--- src/verilog/sart_regs.vh ---
// register map, field layout, reset values and timing for the alarm bank
`ifndef SART_REGS_VH
`define SART_REGS_VH

`define SART_RECORDING_CONTROL_REG_ADDR      7'h1A
`define SART_INTERVAL_ADDR      7'h1E
`define SART_LOWER_BIN_ADDR     7'h20
`define SART_UPPER_BIN_ADDR     7'h22
`define SART_WARNING_ADDR       7'h28
`define SART_CRITICAL_ADDR      7'h2E
`define SART_SELECTOR_ADDR      7'h30

`define SART_RECORDING_CONTROL_REG_RESET     16'h1102
`define SART_INTERVAL_RESET     16'h0000
`define SART_LOWER_BIN_RESET    12'h000
`define SART_UPPER_BIN_RESET    12'h000
`define SART_WARNING_RESET      16'h0000
`define SART_CRITICAL_RESET     16'h0000
`define SART_SELECTOR_RESET     16'h0000

`define SART_RECORDING_CONTROL_REG_MASK      16'hBFEF
`define SART_INTERVAL_MASK      16'h03FF
`define SART_BIN_MASK           16'h0FFF
`define SART_SELECTOR_MASK      16'h0307

`define SART_VELOCITY_BIT       5
`define SART_STORE_MSB          3
`define SART_STORE_LSB          2
`define SART_MODE_MSB           1
`define SART_MODE_LSB           0

`define SART_MODE_MANUAL        2'h0
`define SART_MODE_TIMED         2'h1
`define SART_MODE_TIME_CAPTURE  2'h2
`define SART_MODE_STREAM        2'h3

`define SART_STORE_NONE         2'h0
`define SART_STORE_ON_ALARM     2'h1
`define SART_STORE_EVERY        2'h2

`define SART_UNIT_SECONDS       2'h0
`define SART_UNIT_MINUTES       2'h1
`define SART_UNIT_HOURS         2'h2

`define SART_BANDS_PER_RATE     6
`define SART_ALARM_ENTRIES      24

`define SART_CLK_HZ             200000000
`define SART_TIME_UNIT_S        1
`define SART_TICKS_PER_SECOND   (`SART_CLK_HZ * `SART_TIME_UNIT_S)
`define SART_SECONDS_PER_MINUTE 12'd60
`define SART_SECONDS_PER_HOUR   12'd3600

`endif

--- src/verilog/sart_alarm_record.v ---
// serial register bank, spectral alarm settings and recording control
`timescale 1ns/1ps
`include "sart_regs.vh"
// Summary of operation
// - velocity bit 5 selects integrated velocity, else acceleration, in buffers
// - storage field bits 3:2 decides when a capture result is stored
// - mode bits 1:0 pick statistics path, spectrum path, or neither in stream mode
// - interval: 8-bit count, bits 9:8 pick seconds, minutes or hours
// - interval measured from end of one capture to start of next
// - six alarm bands, each two thresholds, chosen by the selector
// - spectral band alarms evaluated only in the two spectrum modes
// - lower band edge is a 12-bit bin number, top bits ignored
// - upper band edge is a 12-bit bin number, top bits ignored
// - band edges are bin indices, so frequency follows the decimated rate
// - warning alarm raised when in-band magnitude reaches warning level
// - critical alarm raised when in-band magnitude reaches critical level
// - in time capture mode thresholds compare against the statistics
// - thresholds share the output data encoding and compare directly
// - selector bits 9:8 are rate option, bits 2:0 band 1 to 6
// - separate six-band alarm storage for each of four rate options
// - selector write loads the window; window writes update storage only while selector band is 1 to 6
// - storage codes: 00 none, 01 on alarm, 10 after every capture

module sart_alarm_record #(
	parameter [31:0] TICKS_PER_SECOND = `SART_TICKS_PER_SECOND
) (
	input  wire        ref_clk,
	input  wire        srst,
	input  wire        spi_cs_n,
	input  wire        spi_sclk,
	input  wire        spi_mosi,
	output reg         spi_miso,
	output reg         spi_miso_oe,
	input  wire        capture_begin,
	input  wire        capture_done,
	input  wire        fft_bin_valid,
	input  wire [11:0] fft_bin_index,
	input  wire [15:0] fft_magnitude,
	input  wire        stats_valid,
	input  wire [15:0] stats_value,
	output wire        select_velocity,
	output wire [1:0]  storage_method,
	output reg         use_fft_path,
	output reg         use_stats_path,
	output wire        capture_start,
	output reg         store_record,
	output reg         warning_alarm,
	output reg         critical_alarm
);

	reg         sclk_q;
	reg         cs_q;
	reg  [3:0]  bit_cnt;
	reg  [14:0] rx_shift;
	reg  [15:0] tx_shift;
	reg  [6:0]  read_addr;
	reg         wr_stb;
	reg  [6:0]  wr_addr;
	reg  [7:0]  wr_data;

	reg  [15:0] recording_control_reg;
	reg  [15:0] capture_interval_reg;
	reg  [11:0] band_lower_bin;
	reg  [11:0] band_upper_bin;
	reg  [15:0] warning_level;
	reg  [15:0] critical_level;
	reg  [15:0] alarm_selector;
	reg         load_pending;
	reg         load_ok;

	reg  [15:0] read_word;
	reg  [15:0] next_recording_control_reg;
	reg  [15:0] next_interval;
	reg  [15:0] next_lower;
	reg  [15:0] next_upper;
	reg  [15:0] next_warning;
	reg  [15:0] next_critical;
	reg  [15:0] next_selector;

	wire [55:0] mem_rd_data;

	function wr_hit;
		input       stb;
		input [6:0] addr;
		input [6:0] reg_addr;
		begin
			wr_hit = stb && ({addr[6:1], 1'b0} == reg_addr);
		end
	endfunction

	function [15:0] merge_byte;
		input [15:0] old;
		input        high;
		input [7:0]  data;
		begin
			merge_byte = high ? {data, old[7:0]} : {old[15:8], data};
		end
	endfunction

	// rate option times six plus band minus one
	function [4:0] entry_index;
		input [15:0] sel;
		begin
			entry_index = {1'b0, sel[9:8], 2'b00} + {2'b00, sel[9:8], 1'b0}
				+ {2'b00, sel[2:0]} - 5'd1;
		end
	endfunction

	function band_valid;
		input [15:0] sel;
		begin
			band_valid = (sel[2:0] != 3'd0) && (sel[2:0] < 3'd7);
		end
	endfunction

	wire sclk_rise   = spi_sclk & ~sclk_q & ~spi_cs_n;
	wire sclk_fall   = ~spi_sclk & sclk_q & ~spi_cs_n;
	wire frame_begin = ~spi_cs_n & cs_q;

	// serial frame: bit 15 write flag, 14:8 byte address, 7:0 data
	always @(posedge ref_clk) begin
		if (srst) begin
			sclk_q      <= 1'b1;
			cs_q        <= 1'b1;
			bit_cnt     <= 4'h0;
			rx_shift    <= 15'h0000;
			tx_shift    <= 16'h0000;
			read_addr   <= 7'h00;
			wr_stb      <= 1'b0;
			wr_addr     <= 7'h00;
			wr_data     <= 8'h00;
			spi_miso    <= 1'b0;
			spi_miso_oe <= 1'b0;
		end else begin
			sclk_q      <= spi_sclk;
			cs_q        <= spi_cs_n;
			wr_stb      <= 1'b0;
			spi_miso_oe <= ~spi_cs_n;
			if (spi_cs_n) begin
				bit_cnt <= 4'h0;
			end else if (sclk_rise) begin
				bit_cnt  <= bit_cnt + 4'h1;
				rx_shift <= {rx_shift[13:0], spi_mosi};
				if (bit_cnt == 4'hF) begin
					if (rx_shift[14]) begin
						wr_stb  <= 1'b1;
						wr_addr <= rx_shift[13:7];
						wr_data <= {rx_shift[6:0], spi_mosi};
					end else begin
						read_addr <= {rx_shift[13:8], 1'b0};
					end
				end
			end
			// read data answers in the frame after the request
			if (frame_begin) begin
				tx_shift <= read_word;
				spi_miso <= read_word[15];
			end else if (sclk_fall && bit_cnt != 4'h0) begin
				tx_shift <= {tx_shift[14:0], 1'b0};
				spi_miso <= tx_shift[14];
			end
		end
	end

	always @* begin
		case (read_addr)
		`SART_RECORDING_CONTROL_REG_ADDR: read_word = recording_control_reg;
		`SART_INTERVAL_ADDR: read_word = capture_interval_reg;
		`SART_LOWER_BIN_ADDR: read_word = {4'h0, band_lower_bin};
		`SART_UPPER_BIN_ADDR: read_word = {4'h0, band_upper_bin};
		`SART_WARNING_ADDR: read_word = warning_level;
		`SART_CRITICAL_ADDR: read_word = critical_level;
		`SART_SELECTOR_ADDR: read_word = alarm_selector;
		default: read_word = 16'h0000;
		endcase
	end

	wire hit_rec  = wr_hit(wr_stb, wr_addr, `SART_RECORDING_CONTROL_REG_ADDR);
	wire hit_int  = wr_hit(wr_stb, wr_addr, `SART_INTERVAL_ADDR);
	wire hit_low  = wr_hit(wr_stb, wr_addr, `SART_LOWER_BIN_ADDR);
	wire hit_up   = wr_hit(wr_stb, wr_addr, `SART_UPPER_BIN_ADDR);
	wire hit_warn = wr_hit(wr_stb, wr_addr, `SART_WARNING_ADDR);
	wire hit_crit = wr_hit(wr_stb, wr_addr, `SART_CRITICAL_ADDR);
	wire hit_sel  = wr_hit(wr_stb, wr_addr, `SART_SELECTOR_ADDR);
	wire hit_win  = hit_low | hit_up | hit_warn | hit_crit;

	always @* begin
		next_recording_control_reg = recording_control_reg;
		next_interval = capture_interval_reg;
		next_lower    = {4'h0, band_lower_bin};
		next_upper    = {4'h0, band_upper_bin};
		next_warning  = warning_level;
		next_critical = critical_level;
		next_selector = alarm_selector;
		if (hit_rec)
			next_recording_control_reg = merge_byte(recording_control_reg, wr_addr[0],
				wr_data) & `SART_RECORDING_CONTROL_REG_MASK;
		if (hit_int)
			next_interval = merge_byte(capture_interval_reg, wr_addr[0],
				wr_data) & `SART_INTERVAL_MASK;
		if (hit_low)
			next_lower = merge_byte(next_lower, wr_addr[0], wr_data)
				& `SART_BIN_MASK;
		if (hit_up)
			next_upper = merge_byte(next_upper, wr_addr[0], wr_data)
				& `SART_BIN_MASK;
		if (hit_warn)
			next_warning = merge_byte(warning_level, wr_addr[0], wr_data);
		if (hit_crit)
			next_critical = merge_byte(critical_level, wr_addr[0], wr_data);
		if (hit_sel)
			next_selector = merge_byte(alarm_selector, wr_addr[0], wr_data)
				& `SART_SELECTOR_MASK;
	end

	// one entry per rate option and band
	sart_alarm_mem #(
		.WIDTH (56),
		.DEPTH (`SART_ALARM_ENTRIES),
		.AW    (5)
	) u_alarm_mem (
		.clk     (ref_clk),
		.srst    (srst),
		.we      (hit_win && band_valid(alarm_selector)),
		.waddr   (entry_index(alarm_selector)),
		.wdata   ({next_lower[11:0], next_upper[11:0],
			next_warning, next_critical}),
		.raddr   (entry_index(next_selector)),
		.rd_data (mem_rd_data)
	);

	always @(posedge ref_clk) begin
		if (srst) begin
			recording_control_reg <= `SART_RECORDING_CONTROL_REG_RESET;
			capture_interval_reg  <= `SART_INTERVAL_RESET;
			band_lower_bin        <= `SART_LOWER_BIN_RESET;
			band_upper_bin        <= `SART_UPPER_BIN_RESET;
			warning_level         <= `SART_WARNING_RESET;
			critical_level        <= `SART_CRITICAL_RESET;
			alarm_selector        <= `SART_SELECTOR_RESET;
			load_pending          <= 1'b0;
			load_ok               <= 1'b0;
		end else begin
			recording_control_reg <= next_recording_control_reg;
			capture_interval_reg  <= next_interval;
			alarm_selector        <= next_selector;
			load_pending          <= hit_sel;
			load_ok               <= band_valid(next_selector);
			// window follows the freshly chosen alarm
			if (load_pending) begin
				band_lower_bin <= load_ok ? mem_rd_data[55:44] : 12'h000;
				band_upper_bin <= load_ok ? mem_rd_data[43:32] : 12'h000;
				warning_level  <= load_ok ? mem_rd_data[31:16] : 16'h0000;
				critical_level <= load_ok ? mem_rd_data[15:0] : 16'h0000;
			end else begin
				band_lower_bin <= next_lower[11:0];
				band_upper_bin <= next_upper[11:0];
				warning_level  <= next_warning;
				critical_level <= next_critical;
			end
		end
	end

	wire [1:0] mode     = recording_control_reg[`SART_MODE_MSB:`SART_MODE_LSB];
	wire [1:0] next_mode = next_recording_control_reg[`SART_MODE_MSB:`SART_MODE_LSB];
	wire fft_mode = (mode == `SART_MODE_MANUAL) ||
		(mode == `SART_MODE_TIMED);

	assign select_velocity = recording_control_reg[`SART_VELOCITY_BIT];
	assign storage_method  =
		recording_control_reg[`SART_STORE_MSB:`SART_STORE_LSB];

	// bins are compared by index, so the band tracks the decimated rate
	wire in_band = (fft_bin_index >= band_lower_bin) &&
		(fft_bin_index <= band_upper_bin);
	wire fft_ok  = fft_mode && fft_bin_valid && in_band;
	wire stat_ok = (mode == `SART_MODE_TIME_CAPTURE) && stats_valid;

	// same encoding as output data, so a plain unsigned compare
	wire hit_w = (fft_ok && fft_magnitude >= warning_level) ||
		(stat_ok && stats_value >= warning_level);
	wire hit_c = (fft_ok && fft_magnitude >= critical_level) ||
		(stat_ok && stats_value >= critical_level);

	wire alarm_seen = warning_alarm | critical_alarm | hit_w | hit_c;
	wire store_on   = (storage_method == `SART_STORE_EVERY) ||
		((storage_method == `SART_STORE_ON_ALARM) && alarm_seen);

	always @(posedge ref_clk) begin
		if (srst) begin
			warning_alarm  <= 1'b0;
			critical_alarm <= 1'b0;
			store_record   <= 1'b0;
			use_fft_path   <= 1'b0;
			use_stats_path <= 1'b0;
		end else begin
			// a hit in the clearing cycle still counts
			if (capture_begin) begin
				warning_alarm  <= hit_w;
				critical_alarm <= hit_c;
			end else begin
				warning_alarm  <= warning_alarm | hit_w;
				critical_alarm <= critical_alarm | hit_c;
			end
			store_record <= capture_done && (mode != `SART_MODE_STREAM)
				&& store_on;
			use_fft_path   <= (next_mode == `SART_MODE_MANUAL) ||
				(next_mode == `SART_MODE_TIMED);
			use_stats_path <= (next_mode == `SART_MODE_TIME_CAPTURE);
		end
	end

	sart_interval_timer #(
		.TICKS_PER_SECOND (TICKS_PER_SECOND)
	) u_interval_timer (
		.clk      (ref_clk),
		.srst     (srst),
		.enable   (mode == `SART_MODE_TIMED),
		.done     (capture_done),
		.interval (capture_interval_reg[9:0]),
		.start    (capture_start)
	);

endmodule

--- src/verilog/sart_alarm_mem.v ---
// storage for the per-rate spectral alarm band settings
`timescale 1ns/1ps

module sart_alarm_mem #(
	parameter WIDTH = 56,
	parameter DEPTH = 24,
	parameter AW    = 5
) (
	input  wire             clk,
	input  wire             srst,
	input  wire             we,
	input  wire [AW-1:0]    waddr,
	input  wire [WIDTH-1:0] wdata,
	input  wire [AW-1:0]    raddr,
	output reg  [WIDTH-1:0] rd_data
);

	reg [WIDTH-1:0] mem [0:DEPTH-1];
	reg [DEPTH-1:0] written;

	// entries never written read as zero, so no clearing sweep is needed
	always @(posedge clk) begin
		if (we)
			mem[waddr] <= wdata;
		if (srst)
			rd_data <= {WIDTH{1'b0}};
		else if (written[raddr])
			rd_data <= mem[raddr];
		else
			rd_data <= {WIDTH{1'b0}};
	end

	genvar i;
	generate
		for (i = 0; i < DEPTH; i = i + 1) begin : g_written
			always @(posedge clk) begin
				if (srst)
					written[i] <= 1'b0;
				else if (we && waddr == i)
					written[i] <= 1'b1;
			end
		end
	endgenerate

endmodule

--- src/verilog/sart_interval_timer.v ---
// capture interval timer for timed spectrum mode
`timescale 1ns/1ps
`include "sart_regs.vh"

module sart_interval_timer #(
	parameter [31:0] TICKS_PER_SECOND = `SART_TICKS_PER_SECOND
) (
	input  wire       clk,
	input  wire       srst,
	input  wire       enable,
	input  wire       done,
	input  wire [9:0] interval,
	output reg        start
);

	reg        enable_q;
	reg        running;
	reg [31:0] tick_cnt;
	reg [11:0] sec_cnt;
	reg [11:0] unit_len;
	reg [7:0]  remaining;

	wire sec_end  = (tick_cnt == TICKS_PER_SECOND - 32'd1);
	wire unit_end = sec_end && (sec_cnt == unit_len - 12'd1);

	always @(posedge clk) begin
		if (srst) begin
			enable_q  <= 1'b0;
			running   <= 1'b0;
			tick_cnt  <= 32'h0000_0000;
			sec_cnt   <= 12'h000;
			unit_len  <= 12'h001;
			remaining <= 8'h00;
			start     <= 1'b0;
		end else begin
			enable_q <= enable;
			start    <= 1'b0;
			if (!enable) begin
				running <= 1'b0;
			end else if (done) begin
				// gap counts from the end of one capture
				tick_cnt  <= 32'h0000_0000;
				sec_cnt   <= 12'h000;
				remaining <= interval[7:0];
				case (interval[9:8])
				`SART_UNIT_MINUTES: unit_len <= `SART_SECONDS_PER_MINUTE;
				`SART_UNIT_HOURS:   unit_len <= `SART_SECONDS_PER_HOUR;
				default:            unit_len <= 12'd1;
				endcase
				if (interval[7:0] == 8'h00) begin
					start   <= 1'b1;
					running <= 1'b0;
				end else begin
					running <= 1'b1;
				end
			end else if (!enable_q) begin
				// first capture starts on entry to the mode
				start <= 1'b1;
			end else if (running) begin
				tick_cnt <= sec_end ? 32'h0000_0000 : tick_cnt + 32'd1;
				if (sec_end)
					sec_cnt <= unit_end ? 12'h000 : sec_cnt + 12'd1;
				if (unit_end) begin
					remaining <= remaining - 8'd1;
					if (remaining == 8'd1) begin
						start   <= 1'b1;
						running <= 1'b0;
					end
				end
			end
		end
	end

endmodule

--- config.mk ---
export PLATFORM = sky130hd
export DESIGN_NAME = sart_alarm_record
export DESIGN_NICKNAME = d
export VERILOG_FILES = /design/src/verilog/sart_alarm_record.v /design/src/verilog/sart_alarm_mem.v /design/src/verilog/sart_interval_timer.v
export VERILOG_INCLUDE_DIRS = /design/src /design/src/verilog
export SDC_FILE = /design/constraint.sdc
export NUM_CORES = 2
export LEC_CHECK = 0
export ABC_AREA = 1
export BUFFER_PORTS_ARGS = -buffer_cell sky130_fd_sc_hd__buf_2
export CORE_UTILIZATION = 24
export CTS_BUF_LIST = sky130_fd_sc_hd__clkbuf_16
export CTS_CLUSTER_DIAMETER = 200
export DETAILED_ROUTE_END_ITERATION = 16
export GPL_ROUTABILITY_DRIVEN = 1
export PLACE_DENSITY = 0.4
export SLEW_MARGIN = 15
export SYNTH_ARGS = -nofsm -noshare
export SYNTH_HDL_FRONTEND = slang
export SYNTH_SLANG_ARGS = --single-unit
--- constraint.sdc ---
create_clock -name ref_clk -period 11.8 [get_ports ref_clk]
set_input_delay 0.59 -clock ref_clk [delete_from_list [all_inputs] [get_ports ref_clk]]
set_output_delay 0.59 -clock ref_clk [all_outputs]
set_load 0.02 [all_outputs]
Word-level counts from Yosys, hierarchy flattened
Memories as Yosys holds them, arrays and structs flattened. A register that Yosys moved wholly into a read port is not among the register bits.
Cells that the tools add are included.
{"block": "word_totals", "ff_bits": 243, "ram_bits": 1344, "inputBits": 53, "output_inout_bits": 11, "wordCells": 289, "n_memories": 1}
{"name": "u_alarm_mem.mem", "depth": 24, "width": 56, "read_ports": 1, "rd_ports_with_merged_regs": 1, "write_ports": 1, "line_no": "sart_alarm_mem.v:18", "rtl": "reg [WIDTH-1:0] mem [0:DEPTH-1];"}
{"block": "classes", "n_addsub": 11, "n_lt_le_gt_ge": 9, "eq_ne": 50, "mux": 58, "n_bitwise": 22, "n_reduce_logical": 79}
{"op": "2-to-1 mux 12 bit", "count": 13}
{"op": "2-to-1 mux 16 bit", "count": 8}
{"op": "2-to-1 mux 32 bit", "count": 4}
{"op": "case mux 16 bit (7 select lines)", "count": 1}
{"op": "greater-or-equal comparator 16 bit", "count": 4}
{"op": "== test 6 x 5 -> 1 bit, second input constant", "count": 10}
{"op": "logical AND 1 bit", "count": 47}
{"op": "== test 5 x 4 -> 1 bit, second input constant", "count": 8}
{"op": "== test 5 bit, second input constant", "count": 8}
{"op": "adder 32 x 1 -> 32 bit, second input constant", "count": 1}
{"op": "== test 32 x 28 -> 1 bit, second input constant", "count": 1}
{"op": "2-to-1 mux 8 bit", "count": 4}
{"op": "2-to-1 mux 15 bit", "count": 2}
{"op": "== test 6 x 4 -> 1 bit, second input constant", "count": 4}
{"op": "case mux 12 bit (2 select lines)", "count": 1}
{"op": "== test 5 x 3 -> 1 bit, second input constant", "count": 4}
{"op": "2-to-1 mux 1 bit", "count": 20}
{"op": "2-to-1 mux 10 bit", "count": 2}
{"op": "AND reduction 4 bit", "count": 4}
{"op": "adder 12 x 1 -> 12 bit, second input constant", "count": 1}
{"op": "== test 12 bit", "count": 1}
{"op": "greater-or-equal comparator 12 bit", "count": 1}
{"op": "less-or-equal comparator 12 bit", "count": 1}
{"op": "AND reduction 2 bit", "count": 6}
{"op": "30 further kinds", "count": 73}

Logic depth before layout (Yosys ltp)
{"block": "depth", "ltp_word": 11, "mapped_depth": 24, "depth_no_buf": 21}

Modules after synthesis
Synthesis repeated with hierarchy kept, for this count alone.
{"block": "hier_totals", "hier_cells": 6984, "hier_area_um2": 70878.0}
{"module": "sart_alarm_mem", "instances": 1, "cells_per_inst": 5140, "area_per_inst_um2": 58093.2, "seq_area_each_um2": 41960.2}
{"module": "sart_alarm_record", "instances": 1, "cells_per_inst": 1270, "area_per_inst_um2": 9023.7, "seq_area_each_um2": 3042.9}
{"module": "sart_interval_timer", "instances": 1, "cells_per_inst": 574, "area_per_inst_um2": 3761.1, "seq_area_each_um2": 1181.1}

Least setup slack after synthesis
No wires, ideal clock.
{"block": "synth_path", "kind": "reg2reg", "start": "reg alarm_selector[2]", "end": "mem u_alarm_mem.mem[16][0] (enable)", "arrival_time_ps": 7562, "path_slack_ps": 3626, "stages_incl_launch_ff": 10, "synth_period_minus_slack_ps": 8174, "path_cell_list": "dfxtp_1 inv_1 ha_1 inv_1 fa_1 ha_1 fa_1 xnor2_1 clkbuf_1 nor4_1"}
{"block": "synth_between", "elab_chain_cells": 5}
{"item": "start, declared", "line_no": "sart_alarm_record.v:67", "rtl": "reg [15:0] alarm_selector;"}
{"item": "start signal, assigned", "line_no": "sart_alarm_record.v:240", "rtl": "alarm_selector <= `SART_SELECTOR_RESET;"}
{"item": "start signal, assigned", "line_no": "sart_alarm_record.v:246", "rtl": "alarm_selector <= next_selector;"}
{"item": "branches (longest 5 deep; another with adder 5 x 3 -> 5 bit)"}
{"item": "end, declared", "line_no": "sart_alarm_mem.v:18"}
Several ways; the timed one is not identified.

Worst setup path after layout
{"block": "layout_path", "start": "reg wr_addr[0]", "end": "reg u_alarm_mem.rd_data[21], read port of u_alarm_mem.mem"}
{"block": "layout_between", "elab_chain_cells": 9}
{"item": "start, declared", "line_no": "sart_alarm_record.v:58", "rtl": "reg [6:0] wr_addr;"}
{"item": "start signal, assigned", "line_no": "sart_alarm_record.v:147", "rtl": "wr_addr <= rx_shift[13:7];"}
{"item": "2-to-1 mux 10 bit *", "line_no": "sart_alarm_record.v:96", "rtl": "merge_byte = high ? {data, old[7:0]} : {old[15:8], data};"}
{"item": "2-to-1 mux 10 bit *", "line_no": "sart_alarm_record.v:211", "rtl": "if (hit_sel)"}
{"item": "adder 4 x 3 -> 5 bit", "line_no": "sart_alarm_record.v:104", "rtl": "entry_index = {1'b0, sel[9:8], 2'b00} + {2'b00, sel[9:8], 1'b0}"}
{"item": "adder 5 x 3 -> 5 bit *", "line_no": "sart_alarm_record.v:105", "rtl": "+ {2'b00, sel[2:0]} - 5'd1;"}
{"item": "subtractor 5 x 1 -> 5 bit *", "line_no": "sart_alarm_record.v:105"}
{"item": "binary-select mux 1 bit (select 5 bit)", "line_no": "sart_alarm_mem.v:27", "rtl": "else if (written[raddr])"}
{"item": "2-to-1 mux 1 bit (implied by the code)", "line_no": "sart_alarm_mem.v:27"}
{"item": "inverter 1 bit (no source line)"}
{"item": "OR reduction 2 bit (no source line)"}
{"item": "end, declared", "line_no": "sart_alarm_mem.v:15", "rtl": "output reg [WIDTH-1:0] rd_data"}
Mark *: on every way between the ends. The rest lies on a longest branch, timed or not. The select of a mux whose other input is x is not followed.
A chain may end at the register's enable or synchronous reset.

==> flow_summary.json <==
{
  "synthArstFlopShare_pct": 0,
  "grt_overflow": 0,
  "drt_iter0_drc": 4221,
  "fill_cells": 30230,
  "period_share_pct": 60.83,
  "hp-class": "in -> reg",
  "ys.warnings.count": 0,
  "timing.rr.start": "wr_addr[0]$_SDFFE_PP0P_",
  "critPathLaunch": "wr_addr[0]$_SDFFE_PP0P_",
  "tns_ns": 0,
  "top_layer": "met4",
  "synth_seq_cells": 1635,
  "peakVddDrop_mv": 0.1347,
  "synthFlopType": "edfxtp_1",
  "p_total_mw": 11.77,
  "drt-met1-wl_um": 111000,
  "power_density_nw_per_um2": 145.9,
  "worst-slew-pin-transition_ns": 1.232,
  "cp_cell_sequence": "inv_4, o21ai_2, nand3_4, nand2_8, clkinv_8, ha_4, buf_12, buf_4, nand3_1, nand2_1, a21oi_1, nor2_1, nor2_1, nand2_4, buf_4, nor2_1",
  "fin_area_um2": 80700,
  "fin_crit_ns": 7.178,
  "critical_path_class": "reg -> reg",
  "ioPinCount": 64,
  "dieArea_um2": 293500,
  "critPathMaxStageDelay_ns": 1.03,
  "leakage_nw": 29.64,
  "slew_headroom_pct": 17.58,
  "cts_max_level": 4,
  "rsz0062_at_grt": "false",
  "placed_cells": 10390,
  "cap_violations": 0,
  "drive_gt1_share_pct": 7.890,
  "finalHoldViolations": 0,
  "core_um2": 288900,
  "required_ns": 12.47,
  "grt_antenna_before_repair": 7,
  "dr.pass1.iters": 6,
  "syn_nets": 6854,
  "rows": 197,
  "netlist_instances": 6690,
  "cts_max_path_buffers": 3,
  "syn_area_per_cell_um2": 10.45,
  "avgViaCountPerCell": 4.542,
  "layout_commonest_cell": "edfxtp_1",
  "cts_buffers": 178,
  "drc": 0,
  "clock_skew_ns": 0.02720,
  "largest_register": "u_alarm_mem.mem",
  "path_buf_inv": 5,
  "reg2reg_slack_ns": 4.62,
  "clock_sinks": 1635,
  "layout.nets": 6855,
  "cp-endpoint": "u_alarm_mem.rd_data[21]$_SDFF_PP0_",
  "hold_path_startpoint": "capture_begin",
  "grt_first_pass_wirelength_um": 343600,
  "cpMostUsedCell": "nor2_1",
  "finalSetupViolations": 0,
  "fin_util_pct": 27.94,
  "io_buffers": 63,
  "reg.largest.list": "u_alarm_mem.mem x1344, u_alarm_mem.rd_data x56, u_interval_timer.tick_cnt x32",
  "grt_pass1_vias": 46780,
  "cp_max_fo": 148,
  "synth_area_um2": 69920,
  "critPathArrivalTime_ns": 7.85,
  "initial_utilization_pct": 24.20,
  "path_clk_slew_ns": 0.06,
  "wire_per_inst_um": 22.40,
  "r2r_cells": 16,
  "critPathTopFamily": "buffers and inverters",
  "gp_congestion": 0.8521,
  "postPlaceCellArea_um2": 74910,
  "slew_violations": 0,
  "fin_cells": 10730,
  "mostFrequentLayoutCells": "edfxtp_1 (1344), nand2_1 (1337), inv_1 (682)",
  "crit_path_top_delay_cell": "ha_4",
  "crit_cells": 16,
  "worstReg2RegEnd": "u_alarm_mem.rd_data[21]$_SDFF_PP0_",
  "synth_edf_count": 1344,
  "die_h_um": 541.7,
  "critPathLaunchType": "flop",
  "largest_reg_flops": 1344,
  "met2_length_um": 113800,
  "met3_length_um": 11050,
  "status": "complete, no violations",
  "ant_nets": 0,
  "timing.fmax_mhz": 139.3,
  "grtUsageTotal_pct": 16.02,
  "ys_seq_area_share_pct": 66.05,
  "die_x_um": 541.7,
  "grt_max_degree": 222,
  "dpl.hpwl_um": 128500,
  "cts_tree": "yes",
  "cts_resized": 0,
  "clock_latency_ns": 0.84,
  "root_buffer": "clkbuf_16",
  "synth.distinct_cells": 53,
  "routed_wl_um": 240300,
  "syn2layout_area_growth_pct": 15.42,
  "cp-end-kind": "flop",
  "vias": 48720
}
[stage by stage]
step | setup slack, ns | hold slack [ns]
3_5_place_dp | 4.599 | 0.4507
6_report | 4.622 | 0.06539
3_3_place_gp | 4.737 | 0.4417
4_1_cts | 4.572 | 0.0009189
5_1_grt | 4.229 | 0.04018
2_1_floorplan | 3.626 | 0.4303
[synth_stat cells (50+ instances only)]
library cell	instances	area, µm²
edfxtp_1	1344	40360
nand2_1	1338	5022
inv_1	653	2451
nand3_1	646	3233
nor2_1	537	2016
o21ai_0	465	2327
a21oi_1	427	2137
dfxtp_1	291	5826
clkbuf_1	205	769.5
nand3b_1	123	923.4
ha_1	107	1339
o22ai_1	85	531.8
buf_2	81	405.4
o21ai_1	65	325.3
buf_1	50	187.7
[worst min-delay path by stage]
stage                     cells past startpoint  slack, ns                                    end
after floorplan                               2       0.43  recording_control_reg[6]$_SDFFE_PP0P_
after global placement                        2       0.44           critical_level[7]$_SDFF_PP0_
after detailed placement                      2       0.45           band_lower_bin[0]$_SDFF_PP0_
after CTS                                     4     0.0009               warning_alarm$_SDFF_PP0_
after global routing                          4       0.04               warning_alarm$_SDFF_PP0_
final                                         4       0.07               warning_alarm$_SDFF_PP0_
[report_power, final]
| part | total, mW | switching [mW] | internal (mW) |
|---|---|---|---|
| sequential | 6.16 | 0.00385 | 6.16 |
| combinational | 0.100 | 0.0661 | 0.0340 |
| clock | 5.51 | 2.39 | 3.12 |
| total | 11.8 | 2.46 | 9.31 |
[area by class of cell]
type	instances	area [µm²]	share of cell area, %
diodes	2	5.005	0.006202
multi-input cells	4023	20090	24.90
repair buffers	193	1349	1.671
clock buffers	185	4629	5.737
clock inverters	148	1056	1.309
inverters	660	2527	3.132
flip-flops and latches	1635	46180	57.23
well taps	3880	4855	6.016
[logic make-up (layout without fill, tap and decap cells)]
logic type	count (synthesis)	count (layout)	synth area share [%]
flops	1635	1635	66.05
simple gates	2749	2749	16.96
other cells	0	2	0
buf+inv	1032	1186	5.972
compound gates	1139	1139	8.681
xor+xnor	24	24	0.3006
fa+ha+maj	111	111	2.029
[per-layer routing]
layer	GRT usage, %	up-vias
li1	-	22970
met1	22.03	24300
met2	26.78	1187
met3	1.989	259
met4	3.506	0
met5	0	-
[worst min-delay path: stages]
cell	delay, ns
buf_2	0.10
o211ai_1	0.08
nand2_1	0.06
inv_1	0.03
[repair_timing]
action,CTS,global route
hold endpoints to repair,2,0
setup buffers,0,0
hold buffers,2,0
(Power assumes the default switching activity.)
